===== src/rtl/uart_irq_regs.svh =====
// Register offsets, field positions, reset values and timing counts
// Assumes inclusion by bare name from the design module
`ifndef UART_IRQ_REGS_SVH
`define UART_IRQ_REGS_SVH
// ----------------------------------------
// Register offsets (byte addresses)
// ----------------------------------------
`define OFS_DATA        3'h0
`define OFS_IRQ_ENABLE  3'h1
`define OFS_IDENT       3'h2
`define OFS_LINE_FMT    3'h3
`define OFS_MODEM_CTL   3'h4
`define OFS_LINE_STAT   3'h5
`define OFS_MODEM_STAT  3'h6
`define OFS_SCRATCH     3'h7
// ----------------------------------------
// Identification codes, low nibble
// ----------------------------------------
`define ID_NONE         4'h1
`define ID_LINE         4'h6
`define ID_RXDATA       4'h4
`define ID_TIMEOUT      4'hC
`define ID_THRE         4'h2
`define ID_MODEM        4'h0
// ----------------------------------------
// Field positions and reset values
// ----------------------------------------
`define FIFO_EN_BIT     0
`define FIFO_RXCLR_BIT  1
`define FIFO_TXCLR_BIT  2
`define MODEM_CTL_GATE_BIT 3
`define RST_BYTE        8'h00
`define RST_DIVISOR     16'h0001
// ----------------------------------------
// Trigger levels and timing counts
// ----------------------------------------
`define TRIG_1          5'h01
`define TRIG_4          5'h04
`define TRIG_8          5'h08
`define TRIG_14         5'h0E
`define TICKS_HALF_BIT  8
`define TIMEOUT_CHARS   4
`endif


===== src/rtl/uart_irq_pkg.sv =====
// Types shared by the serial port control block
// Assumes the register header is on the include path
package uart_irq_pkg;
   // Line format control register layout, bit 7 down to bit 0
   typedef struct packed {
      logic       divisor_latch_select; // Divisor latch select
      logic       brk;        // Force spacing on the line
      logic       stick;      // Fixed parity
      logic       even;       // Even parity select
      logic       par_en;     // Parity present
      logic       stop_long;  // Long stop setting
      logic [1:0] wl;         // Word length minus five
   } line_fmt_t;
   // Receive error flags feeding the line status interrupt
   typedef struct packed {
      logic brk;
      logic fe;
      logic pe;
      logic oe;
   } err_t;
   // Modem inputs, active low as on the pins
   typedef struct packed {
      logic dcd_n;
      logic ri_n;
      logic dsr_n;
      logic cts_n;
   } modem_in_t;
endpackage


===== src/rtl/uart_irq_id_line_modem_ctrl.sv =====
// Interrupt identification, line format and modem control of a serial port
// Assumes external FIFOs, shifters and baud generator on the same clock
`timescale 1ns/1ps
`include "uart_irq_regs.svh"
module uart_irq_id_line_modem_ctrl
   import uart_irq_pkg::*;
#(
   parameter int DEPTH = 16,                      // Receive FIFO depth
   parameter int LVL_W = $clog2(DEPTH + 1)        // Fill level width
)
(
   input  wire logic             clk_sys,
   input  wire logic             rstn,
   input  wire logic             ce,              // Freezes all state when low
   input  wire logic [2:0]       reg_addr,
   input  wire logic [7:0]       reg_wdata,
   input  wire logic             reg_wr,
   input  wire logic             reg_rd,
   output logic      [7:0]       reg_rdata,
   input  wire logic [7:0]       rx_data_in,      // Head of receive path
   input  wire logic [LVL_W-1:0] rx_level,        // Receive FIFO fill level
   input  wire logic             rx_push,         // Character entered FIFO
   input  wire logic             rx_pop,          // Character left FIFO
   input  wire logic             rx_char_valid,   // Received frame complete
   input  wire logic [7:0]       rx_char,         // Received data bits
   input  wire logic             rx_parity_bit,   // Sampled parity bit
   input  wire logic             rx_stop_bit,     // Sampled first stop bit
   input  wire logic             rx_overrun,      // Overrun event pulse
   input  wire logic             rx_break,        // Break event pulse
   input  wire logic             rx_fifo_err,     // Error held in FIFO
   input  wire logic             thr_empty,       // Holding register empty
   input  wire logic             tx_empty,        // Holding and shifter empty
   input  wire logic [7:0]       tx_char,         // Character being framed
   input  wire logic             tx_serial_in,    // Shifter serial output
   input  wire logic             baud_tick16,     // Sixteen per bit time
   input  wire modem_in_t        modem_in,
   output logic                  txd_out,
   output logic                  terminal_ready_n_out,
   output logic                  send_request_n_out,
   output logic                  irq_out,
   output logic                  irq_oe_n,
   output line_fmt_t             fmt_out,
   output logic      [2:0]       stop_half_bits,
   output logic                  tx_parity_out,
   output logic      [15:0]      divisor,
   output logic                  fifo_mode,
   output logic      [4:0]       rx_trigger,
   output logic                  rbr_rd,
   output logic                  thr_wr,
   output logic      [7:0]       thr_data,
   output logic                  rx_fifo_clr,
   output logic                  tx_fifo_clr
);
   // ----------------------------------------
   // Elaboration checks
   // ----------------------------------------
   if (DEPTH < 14 || DEPTH > 31)
   begin : g_bad_depth
      $error("DEPTH must lie between 14 and 31");
   end
   // ----------------------------------------
   // Register state
   // ----------------------------------------
   line_fmt_t  fmt_ff;                 // Line format control
   logic [7:0] modem_ctl_ff;           // Modem line control
   logic [3:0] irq_en_ff;              // Source enables
   logic [7:0] scr_ff;                 // Scratch byte
   logic [7:0] dll_ff;                 // Divisor low
   logic [7:0] dlm_ff;                 // Divisor high
   logic       fifo_en_ff;             // FIFO mode
   logic [1:0] trig_sel_ff;            // Trigger select
   err_t       err_ff;                 // Sticky line errors
   logic [3:0] delta_ff;               // Sticky modem changes
   modem_in_t  modem_prev_ff;          // Last sampled modem inputs
   logic       thre_ff;                // Holding empty pending
   logic       thr_empty_prev_ff;      // Edge finder for empty
   logic       tmo_ff;                 // Character timeout pending
   logic [9:0] tmo_cnt_ff;             // Ticks since last FIFO move
   logic [7:0] rdata_ff;
   logic       thr_wr_ff;
   logic [7:0] thr_data_ff;
   logic       rx_clr_ff;
   logic       tx_clr_ff;
   // ----------------------------------------
   // Decode
   // ----------------------------------------
   logic wr_c, rd_c;
   assign wr_c = ce & reg_wr;
   assign rd_c = ce & reg_rd;
   logic wr_data, wr_irq_en, wr_fifo_setup, wr_fmt, wr_modem_ctl, wr_scr, wr_dll, wr_dlm;
   logic rd_ident, rd_line_stat, rd_modem_stat;
   // Offsets 0 and 1 switch between data path and divisor
   assign wr_data       = wr_c & reg_addr == `OFS_DATA & ~fmt_ff.divisor_latch_select;
   assign wr_dll        = wr_c & reg_addr == `OFS_DATA & fmt_ff.divisor_latch_select;
   assign wr_irq_en     = wr_c & reg_addr == `OFS_IRQ_ENABLE & ~fmt_ff.divisor_latch_select;
   assign wr_dlm        = wr_c & reg_addr == `OFS_IRQ_ENABLE & fmt_ff.divisor_latch_select;
   assign wr_fifo_setup = wr_c & reg_addr == `OFS_IDENT;
   assign wr_fmt        = wr_c & reg_addr == `OFS_LINE_FMT;
   assign wr_modem_ctl  = wr_c & reg_addr == `OFS_MODEM_CTL;
   assign wr_scr        = wr_c & reg_addr == `OFS_SCRATCH;
   assign rbr_rd        = rd_c & reg_addr == `OFS_DATA & ~fmt_ff.divisor_latch_select;
   assign rd_ident      = rd_c & reg_addr == `OFS_IDENT;
   assign rd_line_stat  = rd_c & reg_addr == `OFS_LINE_STAT;
   assign rd_modem_stat = rd_c & reg_addr == `OFS_MODEM_STAT;
   // ----------------------------------------
   // Format helpers
   // ----------------------------------------
   // Parity over the active data bits only
   function automatic logic par_of(input logic [7:0] d, input line_fmt_t f);
      logic [7:0] m;
      m = 8'hFF >> (2'd3 - f.wl);
      // Even makes ones count even; stick gives inverse of even select
      return f.stick ? ~f.even : (^(d & m)) ^ ~f.even;
   endfunction
   // Long stop setting gives 1.5 stops only with five bit words
   assign stop_half_bits = ~fmt_ff.stop_long ? 3'd2 :
                           (fmt_ff.wl == 2'd0 ? 3'd3 : 3'd4);
   assign fmt_out        = fmt_ff;
   // Parity bit placed by the shifter after the last data bit
   assign tx_parity_out  = par_of(tx_char, fmt_ff);
   assign divisor        = {dlm_ff, dll_ff};
   assign fifo_mode      = fifo_en_ff;
   // Serial output forced to spacing while break is held
   assign txd_out        = fmt_ff.brk ? 1'b0 : tx_serial_in;
   assign terminal_ready_n_out = ~modem_ctl_ff[0];
   assign send_request_n_out   = ~modem_ctl_ff[1];
   // ----------------------------------------
   // Control registers
   // ----------------------------------------
   // Software written configuration
   always_ff @(posedge clk_sys or negedge rstn)
   begin
      if (!rstn)
      begin
         fmt_ff       <= line_fmt_t'(`RST_BYTE);
         modem_ctl_ff <= `RST_BYTE;
         irq_en_ff    <= 4'h0;
         scr_ff <= `RST_BYTE;
         {dlm_ff, dll_ff} <= `RST_DIVISOR;
      end
      else
      begin
         if (wr_fmt) fmt_ff <= line_fmt_t'(reg_wdata);
         // Upper modem bits hold no function here
         if (wr_modem_ctl) modem_ctl_ff <= {3'b000, reg_wdata[4:0]};
         if (wr_irq_en) irq_en_ff <= reg_wdata[3:0];
         if (wr_scr) scr_ff <= reg_wdata;
         if (wr_dll) dll_ff <= reg_wdata;
         if (wr_dlm) dlm_ff <= reg_wdata;
      end
   end
   // FIFO setup; trigger select only takes effect with enable set, the clear bits act in either mode
   always_ff @(posedge clk_sys or negedge rstn)
   begin
      if (!rstn)
      begin
         fifo_en_ff  <= 1'b0;
         trig_sel_ff <= 2'b00;
         rx_clr_ff   <= 1'b0;
         tx_clr_ff   <= 1'b0;
      end
      else if (ce)
      begin
         rx_clr_ff <= 1'b0;
         tx_clr_ff <= 1'b0;
         if (wr_fifo_setup)
         begin
            fifo_en_ff <= reg_wdata[`FIFO_EN_BIT];
            // A mode change empties both FIFOs
            rx_clr_ff  <= reg_wdata[`FIFO_RXCLR_BIT] |
                          (reg_wdata[`FIFO_EN_BIT] != fifo_en_ff);
            tx_clr_ff  <= reg_wdata[`FIFO_TXCLR_BIT] |
                          (reg_wdata[`FIFO_EN_BIT] != fifo_en_ff);
            if (reg_wdata[`FIFO_EN_BIT])
               trig_sel_ff <= reg_wdata[7:6];
         end
      end
   end
   assign rx_fifo_clr = rx_clr_ff;
   assign tx_fifo_clr = tx_clr_ff;
   // Trigger level decode
   always_comb
   begin
      unique case (trig_sel_ff)
         2'b00: rx_trigger = `TRIG_1;
         2'b01: rx_trigger = `TRIG_4;
         2'b10: rx_trigger = `TRIG_8;
         2'b11: rx_trigger = `TRIG_14;
      endcase
   end
   // Holding register write hands the byte to the transmit path
   always_ff @(posedge clk_sys or negedge rstn)
   begin
      if (!rstn)
      begin
         thr_wr_ff   <= 1'b0;
         thr_data_ff <= `RST_BYTE;
      end
      else if (ce)
      begin
         thr_wr_ff <= wr_data;
         if (wr_data) thr_data_ff <= reg_wdata;
      end
   end
   assign thr_wr   = thr_wr_ff;
   assign thr_data = thr_data_ff;
   // ----------------------------------------
   // Interrupt sources
   // ----------------------------------------
   err_t err_set;
   logic rx_par_bad;
   assign rx_par_bad = fmt_ff.par_en &
                       (rx_parity_bit != par_of(rx_char, fmt_ff));
   // Only the first stop bit is judged for framing
   assign err_set = '{brk: rx_break,
                      fe:  rx_char_valid & ~rx_stop_bit,
                      pe:  rx_char_valid & rx_par_bad,
                      oe:  rx_overrun};
   // Line errors: new events win over the status read clear
   always_ff @(posedge clk_sys or negedge rstn)
   begin
      if (!rstn)
         err_ff <= '0;
      else if (ce)
         err_ff <= (rd_line_stat ? '0 : err_ff) | err_set;
   end
   // Modem change flags; ring reports only its trailing edge
   logic [3:0] mdm_set;
   assign mdm_set = {modem_in.dcd_n ^ modem_prev_ff.dcd_n,
                     modem_in.ri_n & ~modem_prev_ff.ri_n,
                     modem_in.dsr_n ^ modem_prev_ff.dsr_n,
                     modem_in.cts_n ^ modem_prev_ff.cts_n};
   always_ff @(posedge clk_sys or negedge rstn)
   begin
      if (!rstn)
      begin
         modem_prev_ff <= '1;
         delta_ff      <= 4'h0;
      end
      else if (ce)
      begin
         modem_prev_ff <= modem_in;
         delta_ff      <= (rd_modem_stat ? 4'h0 : delta_ff) | mdm_set;
      end
   end
   // Identification value, assembled live
   logic [7:0] ident_now;
   logic       p_line, p_rda, p_tmo, p_thr, p_modem;
   logic [3:0] id_code;
   // Holding empty: set on empty edge, cleared by write or by reading it
   always_ff @(posedge clk_sys or negedge rstn)
   begin
      if (!rstn)
      begin
         thr_empty_prev_ff <= 1'b1;
         thre_ff           <= 1'b0;
      end
      else if (ce)
      begin
         thr_empty_prev_ff <= thr_empty;
         if (thr_empty & ~thr_empty_prev_ff)
            thre_ff <= 1'b1;
         else if (wr_data | (rd_ident & id_code == `ID_THRE))
            thre_ff <= 1'b0;
      end
   end
   // Timeout: four character times of the current format, in half bits
   logic [4:0] half_bits;
   logic [9:0] tmo_limit;
   assign half_bits = 5'd12 + {2'b00, fmt_ff.wl, 1'b0} +
                      {3'b000, fmt_ff.par_en, 1'b0} + {2'b00, stop_half_bits};
   assign tmo_limit = 10'(half_bits * (`TICKS_HALF_BIT * `TIMEOUT_CHARS));
   always_ff @(posedge clk_sys or negedge rstn)
   begin
      if (!rstn)
      begin
         tmo_cnt_ff <= 10'h000;
         tmo_ff     <= 1'b0;
      end
      else if (ce)
      begin
         // Any movement or an empty FIFO restarts the count
         if (rx_push | rx_pop | rx_level == '0 | ~fifo_en_ff)
            tmo_cnt_ff <= 10'h000;
         else if (baud_tick16 & tmo_cnt_ff != tmo_limit)
            tmo_cnt_ff <= tmo_cnt_ff + 10'h001;
         // A saturated count must not outvote the clear of a data read
         if (fifo_en_ff & rx_level != '0 & ~(rx_push | rx_pop) & tmo_cnt_ff == tmo_limit)
            tmo_ff <= 1'b1;
         else if (rbr_rd | ~fifo_en_ff)
            tmo_ff <= 1'b0;
      end
   end
   // ----------------------------------------
   // Priority and identification
   // ----------------------------------------
   logic [LVL_W-1:0] trig_lvl;
   assign trig_lvl = LVL_W'(rx_trigger);
   assign p_line  = irq_en_ff[2] & (|err_ff);
   // Data pending falls away as soon as the level drops under trigger in FIFO mode, or to zero outside it
   assign p_rda   = irq_en_ff[0] & (fifo_en_ff ? rx_level >= trig_lvl
                                               : rx_level != '0);
   assign p_tmo   = irq_en_ff[0] & tmo_ff;
   assign p_thr   = irq_en_ff[1] & thre_ff;
   assign p_modem = irq_en_ff[3] & (|delta_ff);
   always_comb
   begin
      if (p_line)       id_code = `ID_LINE;
      else if (p_rda)   id_code = `ID_RXDATA;
      else if (p_tmo)   id_code = `ID_TIMEOUT;
      else if (p_thr)   id_code = `ID_THRE;
      else if (p_modem) id_code = `ID_MODEM;
      else              id_code = `ID_NONE;
   end
   assign ident_now = {{2{fifo_en_ff}}, 2'b00, id_code};
   // Interrupt pin tri-stated unless the output gate bit is set
   assign irq_out  = ~id_code[0];
   assign irq_oe_n = ~modem_ctl_ff[`MODEM_CTL_GATE_BIT];
   // ----------------------------------------
   // Read data
   // ----------------------------------------
   // Captured at the strobe, so the reported value cannot move mid-access
   always_ff @(posedge clk_sys or negedge rstn)
   begin
      if (!rstn)
         rdata_ff <= `RST_BYTE;
      else if (rd_c)
      begin
         unique case (reg_addr)
            `OFS_DATA:       rdata_ff <= fmt_ff.divisor_latch_select ? dll_ff : rx_data_in;
            `OFS_IRQ_ENABLE: rdata_ff <= fmt_ff.divisor_latch_select ? dlm_ff : {4'h0, irq_en_ff};
            `OFS_IDENT:      rdata_ff <= ident_now;
            `OFS_LINE_FMT:   rdata_ff <= fmt_ff;
            `OFS_MODEM_CTL:  rdata_ff <= modem_ctl_ff;
            `OFS_LINE_STAT:  rdata_ff <= {fifo_en_ff & rx_fifo_err, tx_empty,
                                          thr_empty, err_ff, rx_level != '0};
            `OFS_MODEM_STAT: rdata_ff <= {~modem_in, delta_ff};
            `OFS_SCRATCH:    rdata_ff <= scr_ff;
         endcase
      end
   end
   assign reg_rdata = rdata_ff;
endmodule


===== config.mk =====
export PLATFORM = sky130hd
export DESIGN_NAME = uart_irq_id_line_modem_ctrl
export DESIGN_NICKNAME = d
export VERILOG_FILES = /design/src/rtl/uart_irq_pkg.sv /design/src/rtl/uart_irq_id_line_modem_ctrl.sv
export VERILOG_INCLUDE_DIRS = /design/src /design/src/rtl
export SDC_FILE = /design/constraint.sdc
export NUM_CORES = 1
export LEC_CHECK = 0
export ABC_AREA = 1
export BUFFER_PORTS_ARGS = -buffer_cell sky130_fd_sc_hd__buf_4
export CORE_AREA = 2 2 97 122
export DETAILED_ROUTE_END_ITERATION = 7
export DIE_AREA = 0 0 99 124
export PLACE_DENSITY = 0.68
export SLEW_MARGIN = 15
export SYNTH_ARGS = -nofsm -noshare
export SYNTH_HDL_FRONTEND = slang
export SYNTH_SLANG_ARGS = --single-unit

===== constraint.sdc =====
create_clock -name clk_sys -period 3 [get_ports clk_sys]
set_clock_uncertainty 0.15 [all_clocks]
set_input_delay 0.3 -clock clk_sys [delete_from_list [all_inputs] [get_ports clk_sys]]
set_output_delay 0.3 -clock clk_sys [all_outputs]
set_load 0.005 [all_outputs]

==> impl_metrics.json <==
{
  "grt_max_degree": 89,
  "timing.slew.headroom": 0.573,
  "hold_violations": 0,
  "timing.final.setup_violations": 0,
  "detailedRoute.firstIterationViolations": 328,
  "worst_skew_pair_latency_ns": 0.34,
  "cp.arrival_ns": 2.85,
  "core.rowCount": 43,
  "slowest_stage": "dfrtp_1",
  "netlist_area_sq_um": 4900,
  "final_layout_size_suffix_gt1_frac": 0.221,
  "final_routed_drc_violation_total": 0,
  "total_clock_sinks": 88,
  "clk_transition_reported_paths_ns": 0.06,
  "grt_pass1_wl_um": 22800,
  "layout_worst_path_cycle_share": 0.925,
  "timing.setup.tns_ns": 0,
  "ys_types": 45,
  "drv.max_cap_violation_count": 0,
  "pre_cts_ws_ns": 0.115,
  "pwr-share-comb": 0.279,
  "chipWidth_um": 99,
  "insertedDiodeCount": 0,
  "syn2layout_area_growth_pct": 27.5,
  "timing.reg2reg.worst_path_depth": 17,
  "setup_ws_ns": 0.224,
  "synthesis.instances": 637,
  "topRoutingLayerUsed": "met4",
  "met2_wirelength_um": 6770,
  "seq_area_frac_synth": 0.451,
  "dpl.hpwl_um": 10700,
  "critical_path.most_common_cell": "inv_1",
  "synth_nets": 708,
  "post_drt_via_cell_ratio": 5.32,
  "yosys_register_bits": 88,
  "route.final.wire_length_um": 14300,
  "r2r_end": "tmo_cnt_ff[7]",
  "p_sw_mw": 1.18,
  "final_cell_area_sq_um": 6250,
  "required_ns": 3.08,
  "h-tree-depth": 3,
  "netlist.area_leader.share": 0.419,
  "ios": 120,
  "vias": 4775,
  "grt_pass1_vias": 4472,
  "max_freq_mhz": 360,
  "criticalPathCategory": "register to register",
  "outcome": "completed",
  "crit_path_start": "fmt_out[1]",
  "m1WireLength_um": 5960,
  "synthesis.area_per_instance_sq_um": 7.69,
  "r2r_setup_slack_ns": 0.22,
  "worst-slew-pin-transition_ns": 0.633,
  "chipHeight_um": 124,
  "clock_path_buffers": 2,
  "core-area_sq_um": 11000,
  "layout.nets": 829,
  "cp.buffers_inverters": 4,
  "hold_slack_ns": 0.00505,
  "tritoncts.num_buffers": 9,
  "p_clk_frac": 0.305,
  "crit_chain": "clkinv_4, nand2_4, inv_1, nor2_4, inv_1, fa_1, ha_1, inv_1, ha_1, xor2_1, nand3_1, a21oi_1, nand2_1, nand2_4, nand2_8, nand2_1, o21ai_2",
  "power.leakage_nw": 3.20,
  "r2r-start": "fmt_out[1]",
  "synthTopCellsByArea": "dfrtp_1 (42%), nand2_1 (12%), o21ai_0 (7.7%), inv_1 (6.5%), nor2_1 (4.3%)",
  "die-area_sq_um": 12300,
  "kind_of_launch_point_of_the_worst_setup_path": "register",
  "grt_antenna_before_repair": 0,
  "crit_path_end_kind": "register",
  "ir_drop_mv": 0.336,
  "p_per_area_nw_per_um2": 602,
  "yosys-top-cells-count": "nand2_1 (159), inv_1 (85), dfrtp_1 (82)",
  "setup.worst_path.end": "tmo_cnt_ff[7]",
  "placed_cell_area_sq_um": 5900,
  "grt.overflow.total": 0,
  "detail_route.wl_per_cell_um": 16.0,
  "switching_share": 0.314,
  "grt_use_total": 0.239,
  "finalCriticalPeriod_ns": 2.78,
  "rsz0062_at_grt": "false",
  "port-buffer-count": 118,
  "synthArstFlopShare": 1.00,
  "synth.most_common_cell": "nand2_1",
  "initial_core_util": 0.444,
  "hold_path_class": "input port to register",
  "worstHoldPathCells": 2,
  "seq_power_share": 0.416,
  "timing.final.max_slew_violations": 0,
  "path_max_fanout": 12,
  "crit_cells": 17,
  "intPower_mw": 2.58,
  "synth-warning-count": 0,
  "dr_wl_met3_um": 1080,
  "crit_family": "simple AND/OR/NAND/NOR gates",
  "tritoncts_clock_tree": "yes",
  "drt_first_pass_iters": 7,
  "route.antenna.remaining_nets": 0,
  "synth_ff_type": "dfrtp_1",
  "max_incr_delay_on_cp_ns": 0.39,
  "gp_congestion": 0.919,
  "synth_area_leader_cell": "dfrtp_1",
  "cts.root.buffer_cell": "clkbuf_16",
  "synth_enable_flop_cells": 0
}
[worst min path at each step]
stage                           start           to
after global routing      rx_stop_bit    err_ff[2]
after CTS                 rx_stop_bit    err_ff[2]
after floorplan                  rstn  delta_ff[0]
final                     rx_stop_bit    err_ff[2]
after global placement           rstn  thr_data[6]
after detailed placement         rstn  thr_data[5]
[sequential cells by signal, indices dropped and copies added (netlist names), 5 cells and up]
signal and flops:
tmo_cnt_ff 10, fmt_out 8, thr_data 8, scr_ff 8, dlm_ff 8, reg_rdata 8, dll_ff 8, modem_ctl_ff 5
[what timing repair did]
| item | 4_1_cts | 5_1_grt |
|---|---|---|
| resized for setup | 0 | 4 |
| hold buffers | 1 | 0 |
| buffers inserted | 0 | 2 |
| endpoints found under the hold margin | 82 | 0 |
| endpoints found under the setup margin | 0 | 10 |
[power by group through the flow]
stage          Combinational, mW  Clock, mW  Sequential [mW]
2_1_floorplan              0.528          0             1.55
3_3_place_gp               0.999          0             1.57
3_5_place_dp                1.03          0             1.58
4_1_cts                     1.04       1.17             1.56
5_1_grt                     1.19       1.21             1.59
6_report                    1.05       1.15             1.56
[worst register-to-register path, stage by stage, from the launching register on]
cell and delay (ns):
dfrtp_1 0.39, clkinv_4 0.08, nand2_4 0.10, inv_1 0.07
nor2_4 0.10, inv_1 0.07, fa_1 0.39, ha_1 0.20
inv_1 0.05, ha_1 0.15, xor2_1 0.17, nand3_1 0.09
a21oi_1 0.13, nand2_1 0.12, nand2_4 0.16, nand2_8 0.10
nand2_1 0.10, o21ai_2 0.05
[cell families after synthesis]
family	synth area share
buffers and inverters	0.0881
flip-flops	0.451
XOR/XNOR	0.0322
other	0.000765
AO/OA/AOI/OAI	0.147
AND/OR/NAND/NOR	0.255
adder cells (fa/ha/maj)	0.0271
[area by class of cell]
class                           count  area (sq um)
Sequential cell                    88          2210
Fill cell                        1040          4780
Clock buffer                       13           260
Timing Repair Buffer              124           946
Inverter                           90           343
Clock inverter                      3          40.0
Multi-Input combinational cell    445          2280
Tap cell                          135           169
[per-stage QoR]
step	power, mW	util	cells
after floorplan	2.08	-	637
after global placement	2.57	0.535	879
after detailed placement	2.61	0.535	879
after CTS	3.77	0.563	896
after global routing	3.99	0.567	898
final	3.76	0.567	898
[per-layer routing]
layer / global-route usage / up-vias
met5: 0 / -
met3: 0.0584 / 33
li1: - / 2302
met4: 0.115 / 0
met2: 0.381 / 191
met1: 0.307 / 2249
[layout by cell type (no fill, tap or decap), drive strengths merged, types with 6 or more instances in the layout]
cell type / n
dfstp: 6
inv: 88
xnor2: 7
o21ai: 80
buf: 123
dfrtp: 82
nor3: 7
nor2: 63
nand3: 31
clkbuf: 13
nand2: 166
a21oi: 35
nand4: 8
xor2: 11
ha: 9
No activity file was read; power rests on OpenSTA's default activity.
